==> config.mk <==
export PLATFORM = sky130hd
export DESIGN_NAME = acc_top
export DESIGN_NICKNAME = d
export VERILOG_FILES = /design/src/include/acc_pkg.sv /design/src/acc_top.sv
export VERILOG_INCLUDE_DIRS = /design/src /design/src/include
export SDC_FILE = /design/constraint.sdc
export NUM_CORES = 1
export LEC_CHECK = 0
export BUFFER_PORTS_ARGS = -buffer_cell sky130_fd_sc_hd__buf_2
export CORE_ASPECT_RATIO = 1.25
export CORE_UTILIZATION = 45
export CTS_BUF_LIST = sky130_fd_sc_hd__clkbuf_16
export CTS_CLUSTER_SIZE = 12
export DETAILED_ROUTE_END_ITERATION = 8
export MAX_ROUTING_LAYER = met4
export PLACE_DENSITY = 0.73
export SLEW_MARGIN = 20
export SYNTH_ARGS = -nofsm -noshare
export SYNTH_HDL_FRONTEND = slang
export SYNTH_SLANG_ARGS = --single-unit
==> constraint.sdc <==
create_clock -name clk_in -period 2.54 [get_ports clk_in]
set_input_delay 0.381 -clock clk_in [delete_from_list [all_inputs] [get_ports clk_in]]
set_output_delay 0.381 -clock clk_in [all_outputs]
set_load 0.02 [all_outputs]
==> src/include/acc_params.svh <==
// offsets, field positions, reset values and timing of the converter control
`ifndef ACC_PARAMS_SVH
`define ACC_PARAMS_SVH

// register byte offsets on the avalon slave
`define ACC_OFS_MODE 5'h00
`define ACC_OFS_CHAN 5'h04
`define ACC_OFS_RESULT 5'h08
`define ACC_OFS_STATUS 5'h0C
`define ACC_OFS_MASK 5'h10
`define ACC_OFS_PORT 5'h14

// field positions
`define ACC_MODE_RUN_BIT 7
`define ACC_STATUS_DONE_BIT 0
`define ACC_MASK_DONE_BIT 0

// reset values
`define ACC_RST_RUN 1'h0
`define ACC_RST_CHAN 3'h0
`define ACC_RST_RESULT 10'h000
`define ACC_RST_MASK 1'h0

// timing: clock period, sampling window and one bit-decision step
`define ACC_CLK_NS 10
`define ACC_CONV_NS 720
`define ACC_SAMPLE_NS 120
`define ACC_STEP_NS 60
`define ACC_SAMPLE_CYC ((`ACC_SAMPLE_NS + `ACC_CLK_NS - 1) / `ACC_CLK_NS)
`define ACC_STEP_CYC ((`ACC_STEP_NS + `ACC_CLK_NS - 1) / `ACC_CLK_NS)

`endif

==> src/include/acc_pkg.sv <==
// types shared by the converter control block
`default_nettype none

package acc_pkg;

    typedef enum logic [1:0] {ST_IDLE, ST_SAMPLE, ST_CONVERT} acc_state_e;

    // one avalon-mm request as the master presents it
    typedef struct packed {
        logic read;
        logic write;
        logic [4:0] address;
        logic [31:0] writedata;
    } acc_avs_req_s;

    typedef logic [9:0] acc_result_t;

endpackage : acc_pkg

`default_nettype wire

==> src/acc_top.sv <==
// control logic of an eight-channel 10-bit successive-approximation converter
`include "acc_params.svh"
`default_nettype none

module acc_top
    import acc_pkg::*;
(
    input wire logic clk_in,
    input wire logic rst_in,
    input wire acc_avs_req_s avs_req_in,
    output logic [31:0] avs_readdata_out,
    output logic avs_waitrequest_out,
    output logic irq_out,
    output logic conversion_end_irq_out,
    input wire logic standby_in,
    input wire logic [7:0] shared_port_lines_in,
    output logic [7:0] port_input_en_out,
    input wire logic cmp_in,
    output logic [2:0] channel_out,
    output logic sample_out,
    output logic [9:0] dac_out,
    output logic converter_power_out
);

    localparam logic [3:0] SAMPLE_LAST = 4'(`ACC_SAMPLE_CYC - 1);
    localparam logic [3:0] STEP_LAST = 4'(`ACC_STEP_CYC - 1);

    ////////////////////////////////////////////////////////////////////////
    // input synchronisers
    logic [9:0] sync1_q;
    logic [9:0] sync2_q;
    logic standby_s;
    logic cmp_s;
    logic [7:0] port_s;
    // pins arrive from outside the clock domain
    always_ff @(posedge clk_in or posedge rst_in)
    begin
        if (rst_in)
        begin
            sync1_q <= 10'h000;
            sync2_q <= 10'h000;
        end
        else
        begin
            sync1_q <= {standby_in, cmp_in, shared_port_lines_in};
            sync2_q <= sync1_q;
        end
    end

    assign standby_s = sync2_q[9];
    assign cmp_s = sync2_q[8];
    assign port_s = sync2_q[7:0];

    ////////////////////////////////////////////////////////////////////////
    // avalon-mm slave: one wait cycle on every access
    logic wait_q;
    logic req;
    logic acc_edge;
    logic wr_fire;
    logic [31:0] rdata_q;
    assign req = avs_req_in.read | avs_req_in.write;
    assign acc_edge = req & ~wait_q;
    assign wr_fire = avs_req_in.write & ~wait_q;
    // waitrequest idles high, drops for the single access edge
    always_ff @(posedge clk_in or posedge rst_in)
    begin
        if (rst_in)
        begin
            wait_q <= 1'b1;
        end
        else
        begin
            wait_q <= ~(req & wait_q);
        end
    end

    logic wr_mode;
    logic wr_chan;
    logic wr_status;
    logic wr_mask;
    assign wr_mode = wr_fire && avs_req_in.address == `ACC_OFS_MODE;
    assign wr_chan = wr_fire && avs_req_in.address == `ACC_OFS_CHAN;
    assign wr_status = wr_fire && avs_req_in.address == `ACC_OFS_STATUS;
    assign wr_mask = wr_fire && avs_req_in.address == `ACC_OFS_MASK;

    ////////////////////////////////////////////////////////////////////////
    // software registers
    logic run_q;
    logic [2:0] chan_q;
    logic mask_q;
    // run bit, channel select and mask; channel never clears the flag
    always_ff @(posedge clk_in or posedge rst_in)
    begin
        if (rst_in)
        begin
            run_q <= `ACC_RST_RUN;
            chan_q <= `ACC_RST_CHAN;
            mask_q <= `ACC_RST_MASK;
        end
        else
        begin
            if (wr_mode)
            begin
                run_q <= avs_req_in.writedata[`ACC_MODE_RUN_BIT];
            end
            if (wr_chan)
            begin
                chan_q <= avs_req_in.writedata[2:0];
            end
            if (wr_mask)
            begin
                mask_q <= avs_req_in.writedata[`ACC_MASK_DONE_BIT];
            end
        end
    end

    ////////////////////////////////////////////////////////////////////////
    // successive-approximation sequencer
    acc_state_e state_q;
    logic [3:0] cnt_q;
    logic [3:0] bit_q;
    logic [9:0] sar_q;
    logic sample_q;
    logic enable;
    logic restart;
    logic step_end;
    logic done_evt;
    logic [9:0] bit_mask;
    logic [9:0] sar_kept;
    logic [9:0] next_trial;
    // standby or a cleared run bit stops the sequencer; converter power follows the run bit alone
    assign enable = run_q & ~standby_s;
    // a mode or channel write restarts the conversion
    assign restart = wr_mode | wr_chan;
    assign step_end = state_q == ST_CONVERT && cnt_q == STEP_LAST;
    assign bit_mask = 10'h001 << bit_q;
    // comparator low means the trial bit overshoots
    assign sar_kept = cmp_s ? sar_q : (sar_q & ~bit_mask);
    assign next_trial = sar_kept | (bit_mask >> 1);
    // completion lost when a mode or channel write hits it
    assign done_evt = step_end && bit_q == 4'h0 && enable && !restart;

    // sample for the first sixth, then hold for ten bit steps
    always_ff @(posedge clk_in or posedge rst_in)
    begin
        if (rst_in)
        begin
            state_q <= ST_IDLE;
            cnt_q <= 4'h0;
            bit_q <= 4'h0;
            sar_q <= 10'h000;
            sample_q <= 1'b0;
        end
        else if (!enable)
        begin
            state_q <= ST_IDLE;
            cnt_q <= 4'h0;
            sample_q <= 1'b0;
        end
        else if (restart || state_q == ST_IDLE)
        begin
            state_q <= ST_SAMPLE;
            cnt_q <= 4'h0;
            sar_q <= 10'h000;
            sample_q <= 1'b1;
        end
        else
        begin
            unique case (state_q)
                ST_SAMPLE:
                begin
                    if (cnt_q == SAMPLE_LAST)
                    begin
                        state_q <= ST_CONVERT;
                        cnt_q <= 4'h0;
                        bit_q <= 4'h9;
                        sar_q <= 10'h200;
                        sample_q <= 1'b0;
                    end
                    else
                    begin
                        cnt_q <= cnt_q + 4'h1;
                    end
                end
                ST_CONVERT:
                begin
                    if (step_end && bit_q == 4'h0)
                    begin
                        // converts continuously while enabled
                        state_q <= ST_SAMPLE;
                        cnt_q <= 4'h0;
                        sar_q <= sar_kept;
                        sample_q <= 1'b1;
                    end
                    else if (step_end)
                    begin
                        cnt_q <= 4'h0;
                        bit_q <= bit_q - 4'h1;
                        sar_q <= next_trial;
                    end
                    else
                    begin
                        cnt_q <= cnt_q + 4'h1;
                    end
                end
                ST_IDLE:
                begin
                    state_q <= ST_SAMPLE;
                end
            endcase
        end
    end

    ////////////////////////////////////////////////////////////////////////
    // posting the result against bus traffic
    logic pend_q;
    logic [9:0] pend_data_q;
    logic have;
    logic commit;
    logic [9:0] commit_data;
    assign have = done_evt | pend_q;
    // a read in flight defers the store until it is released
    assign commit = have && !avs_req_in.read && !restart;
    assign commit_data = done_evt ? sar_kept : pend_data_q;

    // deferred completion; a mode or channel write drops it
    always_ff @(posedge clk_in or posedge rst_in)
    begin
        if (rst_in)
        begin
            pend_q <= 1'b0;
            pend_data_q <= 10'h000;
        end
        else
        begin
            pend_q <= have && avs_req_in.read && !restart;
            if (done_evt)
            begin
                pend_data_q <= sar_kept;
            end
        end
    end

    acc_result_t result_q;
    logic done_q;
    logic done_d;
    logic end_pulse_q;
    logic irq_q;
    // 10-bit result, posted for the channel that was converted
    always_ff @(posedge clk_in or posedge rst_in)
    begin
        if (rst_in)
        begin
            result_q <= `ACC_RST_RESULT;
        end
        else if (commit)
        begin
            result_q <= commit_data;
        end
    end

    // done flag: set beats the write-one clear
    always_comb
    begin
        done_d = done_q;
        if (wr_status && avs_req_in.writedata[`ACC_STATUS_DONE_BIT])
        begin
            done_d = 1'b0;
        end
        if (commit)
        begin
            done_d = 1'b1;
        end
    end

    // flag, pulse and level interrupt move on the edge that ends the commit cycle
    always_ff @(posedge clk_in or posedge rst_in)
    begin
        if (rst_in)
        begin
            done_q <= 1'b0;
            end_pulse_q <= 1'b0;
            irq_q <= 1'b0;
        end
        else
        begin
            done_q <= done_d;
            end_pulse_q <= commit;
            irq_q <= done_d & mask_q;
        end
    end

    ////////////////////////////////////////////////////////////////////////
    // pin sharing and analog front-end controls
    logic [7:0] port_en_q;
    logic power_q;
    // the converted line loses its digital input buffer
    always_ff @(posedge clk_in or posedge rst_in)
    begin
        if (rst_in)
        begin
            port_en_q <= 8'hFF;
            power_q <= 1'b0;
        end
        else
        begin
            port_en_q <= enable ? ~(8'h01 << chan_q) : 8'hFF;
            power_q <= run_q;
        end
    end

    ////////////////////////////////////////////////////////////////////////
    // read data, captured in the wait cycle
    always_ff @(posedge clk_in or posedge rst_in)
    begin
        if (rst_in)
        begin
            rdata_q <= 32'h0000_0000;
        end
        else if (avs_req_in.read && wait_q)
        begin
            unique case (avs_req_in.address)
                `ACC_OFS_MODE: rdata_q <= {24'h0, run_q, 7'h00};
                `ACC_OFS_CHAN: rdata_q <= {29'h0, chan_q};
                `ACC_OFS_RESULT: rdata_q <= {22'h0, result_q};
                `ACC_OFS_STATUS: rdata_q <= {31'h0, done_q};
                `ACC_OFS_MASK: rdata_q <= {31'h0, mask_q};
                // the converted line reads as zero while a conversion runs
                `ACC_OFS_PORT: rdata_q <= {24'h0, port_s & port_en_q};
                default: rdata_q <= 32'h0000_0000;
            endcase
        end
    end

    assign avs_readdata_out = rdata_q;
    assign avs_waitrequest_out = wait_q;
    assign irq_out = irq_q;
    assign conversion_end_irq_out = end_pulse_q;
    assign port_input_en_out = port_en_q;
    assign channel_out = chan_q;
    assign sample_out = sample_q;
    assign dac_out = sar_q;
    assign converter_power_out = power_q;

endmodule : acc_top

`default_nettype wire

======== Word level (Yosys, flattened, before mapping) ========
Index checks and enable logic that the tools add are counted.
word-level totals
  bits of input ports ..................... 51
  logic and storage cells ................. 114
  output and inout port bits .............. 58
  flip-flop bits (word level) ............. 112
operators by class
  shift-type cells ........................ 2
  bitwise logic cells ..................... 16
  reduce and logical (&&, ||, !) cells .... 26
  equality and inequality tests ........... 17
  muxes and demuxes ....................... 31
  add/sub/neg operators ................... 2
operators by type and width
  cell                                                 number
  2-to-1 mux 10 bit                                    6
  one-hot mux 10 bit (6 select lines)                  1
  2-to-1 mux 4 bit                                     8
  one-hot mux 10 bit (2 select lines)                  1
  one-hot mux 4 bit (2 select lines)                   2
  logical AND 1 bit                                    14
  bitwise AND 10 bit                                   1
  equality test 5 x 4 -> 1 bit, second input constant  2
  equality test 5 bit, second input constant           2
  inverter 10 bit                                      1
  OR 10 x 9 -> 10 bit                                  1
  left shift 1 x 4 -> 10 bit, first input constant     1
  bitwise AND 8 bit                                    1
  2-to-1 mux 2 bit                                     4
  2-to-1 mux 8 bit                                     1
  != test 4 x 2 -> 1 bit, second input constant        2
  inverter 8 bit                                       1
  left shift 1 x 3 -> 8 bit, first input constant      1
  2-to-1 mux 1 bit                                     6
  != test 2 bit, second input constant                 3
  one-hot mux 2 bit (3 select lines)                   1
  AND reduction 6 bit                                  1
  equality test 5 x 3 -> 1 bit, second input constant  1
  logical NOT 5 bit                                    1
  22 further kinds                                     31

======== Depth between registers and ports, before layout ========
  word-level depth ........................ 11
  gate-level depth with buffers ........... 7
  gate-level depth less buffers ........... 6

======== Worst setup path after synthesis ========
No wires, ideal clock.
  kind .................................... reg-to-reg
  from .................................... register bit_q[0]
  to ...................................... register result_q[7]
  buffers on the path ..................... 1
  stages on the path, launching flop included .. 8
  period minus slack after synthesis ...... 2.049 ns
  data arrival time ....................... 1.938 ns
  setup time .............................. 0.111 ns
  path slack .............................. 0.491 ns
  data required time ...................... 2.429 ns
  path through ............................ dfrtp_1 > inv_1 > ha_1 > nor3b_4 > nand4_2 > a211o_1 > buf_6 > a222oi_1
between the ends
  cells in the longest elaborated chain, start to end .. 7
  elaborated cells on any way between the ends .. 12
  classes of those cells .................. 1 x shift; 2 x mux; 3 x bitwise; 6 x reduce/logical
RTL lines
  element                          RTL line        text
  from (decl)                      acc_top.sv:121  logic [3:0] bit_q;
  from (signal assigned)           acc_top.sv:198  bit_q <= bit_q - 4'h1;
  logical NOT 4 bit                acc_top.sv:141  assign done_evt = step_end && bit_q == 4'h0 && enable && !restart;
  logical AND 1 bit (3 in series)  acc_top.sv:141
  OR 1 bit                         acc_top.sv:221  assign have = done_evt | pend_q;
  logical AND 1 bit (2 in series)  acc_top.sv:223  assign commit = have && !avs_req_in.read && !restart;
  to (signal assigned)             acc_top.sv:254  result_q <= `ACC_RST_RESULT;
  to (signal assigned)             acc_top.sv:258  result_q <= commit_data;
  to (decl)                        acc_top.sv:244  acc_result_t result_q;
Several ways; a longest one is shown, not always the timed one.
A chain may end at the register's enable or synchronous reset.

======== Worst setup path after layout ========
  from .................................... register bit_q[0]
  to ...................................... register result_q[3]
Same word-level chain as after synthesis.

==> run metrics <==
CP cell instances=inv_1 -> ha_1 -> nor3b_4 -> nand4_2 -> a211o_1 -> a222oi_1; commonest non-fill, non-tap cell in the layout=dfrtp_1; Fmax=0.434 GHz; RSZ-0062 raised after global routing=no; crit-path leading delay family=compound AO/OA/AOI/OAI gates; io pins=around 110; Max clock buf depth=2; # DRC=0; drt wl/cell=14.6 um; post-synthesis area per instance=approximately 11 um2; MaxCap Viol Count=0; Slew @ Worst Pin=roughly 0.62 ns; Synth Cell Area=roughly 4100 um2; Die Area=9570 um2; largest net degree at the start of global routing=91; crit share post-route=90.7%; Die Wd=around 88 um; Pwr Density=around 630 nW/um2; post-synth cell types=59; Reg2Reg Setup Slack=around 0.24 ns; adder-cell share of the synthesized area=approximately 2.1%; TritonRoute pass-1 iters=4; remaining global-route overflow=0; Synth Area in Compound Gates=a little under a fifth; Seq/Total Area, Yosys=54.8%; Worst Path Arrival=around 2.5 ns; CTS tree=done; initial drt markers=188; first-pass GRT wire length=about 14000 um; crit path time final=2.30 ns; Synth area leader=dfrtp_1; Startpoint Class=flip-flop; CTS Hold Bufs=0; flops & latches, synth=90; WP data required=2.76 ns; XOR/XNOR Fraction of Synth Area=0%; worst min path class=input port to async pin; Ant. Diodes=0; Max-slew headroom=about three fifths; final WL=8400 um; Vias=3122; # setup viols final=0; static leakage=between 0.002 and 0.0025 uW; status=complete, no violations; mux contribution to synthesized area=around 1.6%; worst flop-to-flop path startpoint=bit_q[0]$_DFFE_PP0P_; Worst Setup End Kind=flip-flop; worst skew pair latency=~0.34 ns; clock transition at the registers of the reported paths=~0.06 ns; top post-synthesis cells by area=dfrtp_1, dfstp_2, o21ai_0; Core ar.=roughly 9000 um2; postcts setup bufs=0; total track usage=19.7%; Synthesis Warnings=0; commonest non-fill, non-tap cells in the layout=dfrtp_1, buf_2, o21ai_0; CP max-delay cell=a211o_1; largest family of logic cells by synthesized area=compound AO/OA/AOI/OAI gates; Initial Utilization=roughly 47%; CP max stage delay=between 0.4 and 0.5 ns; number of flops mapped to enable cells by yosys=0; Worst Setup SP=bit_q[0]$_DFFE_PP0P_; Fin Clk Skew=around 0.0053 ns; top-area cell type share of the netlist area=between 40% and 50%; Sinks on Clock Net=90; initial antenna violation count=0; FP Rows=38; Crit Path Class=flip-flop to flip-flop; setup_tns=0 ns; Hold Vio Cnt, Final=0; share of layout cells above drive strength 1=between 20 and 25%; final net count=508; post-DR vias/cell=between 5 and 6; CTS Buf Count=9; Root Driver=clkbuf_16; vias in the first global route=approximately 3000; area grow syn2layout=15.3%; height of the die=roughly 110 um; Placer Congestion=between 0.8 and 0.9; CTS HTree Levels=3; Post-DP HPWL=6150 um; Peak supply drop=0.000350 V; Most used DFF post-synth=dfrtp_1; Post-Place Cells=559; final max-slew violation count=0; Detail Route Antenna Nets=0; fin cells=575; Buf/Inv on CP=1; post-cts sizing count=0; Synth async-reset ratio=between 90% and 100%; Synth Instances=a little under 400; number of port buffers=58; CP Max Fanout=13; Synth Area in Simple Gates=14.0%
registers in the layout, summed over array words and instances, names as in the netlist, 8 cells and up:
register           cells
sync2_q               10
pend_data_q           10
avs_readdata_out      10
dac_out               10
sync1_q               10
result_q              10
port_input_en_out      8
final timing paths:
path                                                       end  cells after the start
worst min register to register            sync2_q[8]$_DFF_PP0_                      0
worst min-delay path                      sync2_q[9]$_DFF_PP0_                      3
worst max register to register         result_q[3]$_DFFE_PP0P_                      6
worst max-delay path                   result_q[3]$_DFFE_PP0P_                      6
max in group asynchronous       port_input_en_out[0]$_DFF_PP1_                      3
min in group clk_in                       sync1_q[4]$_DFF_PP0_                      1
per-stage QoR:
| stage | power, uW | area, um2 | hold WS (ns) | setup WS, ns | utilization, % |
|---|---|---|---|---|---|
| finish | 3010 | 4760 | 0.149 | 0.235 | 54.2 |
| global route | 3120 | 4760 | 0.133 | 0.0321 | 54.2 |
| CTS | 3030 | 4760 | 0.143 | 0.244 | 54.2 |
| detailed placement | 1790 | 4480 | 0.335 | 0.260 | 51.0 |
| global placement | 1780 | 4480 | 0.331 | 0.334 | 51.0 |
| floorplan | 1730 | 4210 | 0.331 | 0.491 | - |
layer usage:
layer | track usage (%) | up-vias | share of wire, %
met2 | 31.8 | 121 | 50
met5 | - | - | 0
li1 | - | 1479 | -
met3 | 4.62 | 15 | 4.9
met1 | 23.4 | 1507 | 43
met4 | 8.90 | 0 | 1.8
where the power goes:
group          internal [uW]  switching (uW)
Sequential              1490            41.8
Combinational           72.0             164
Clock                    742             500
Total                   2300             706
kinds of logic after synthesis:
| logic type | Yosys count |
|---|---|
| AO/OA/AOI/OAI | 115 |
| adder cells (fa/ha/maj) | 7 |
| buffers and inverters | 71 |
| flip-flops | 90 |
| multiplexers | 6 |
| other | 1 |
| AND/OR/NAND/NOR | 101 |
cell type report:
type | count | area [um2]
fillers | 769 | 4030
clock inverters | 7 | 53.8
multi-input cells | 251 | 1590
clock buffers | 9 | 225
well taps | 120 | 150
inverters | 33 | 128
repair buffers | 65 | 355
flip-flops and latches | 90 | 2260
cells in the mapped netlist (2+ instances only):
library cell and number:
nand4_1 2, nand3b_1 5, a31oi_1 5, mux2_2 6
o2111ai_1 2, nand2b_1 9, ha_1 7, a32oi_1 6
buf_4 22, a21oi_1 12, nor3b_1 2, a21boi_0 5
inv_1 33, dfstp_2 9, a32o_1 2, or3_1 4
o21ai_1 2, nor3_1 3, nor2b_1 8, dfrtp_1 81
a222oi_1 11, and3_1 3, or2_2 2, nand2_1 32
o31ai_1 2, o2bb2ai_1 5, a21o_1 7, nand3_1 8
o21ai_0 44, clkbuf_1 14, nor2_1 10
worst reg2reg max path, stage by stage (launching register included):
cell and delay, ns:
dfrtp_1 0.44, inv_1 0.13, ha_1 0.24, nor3b_4 0.34, nand4_2 0.15, a211o_1 0.48, a222oi_1 0.41
Power figures use the tool's default switching activity.
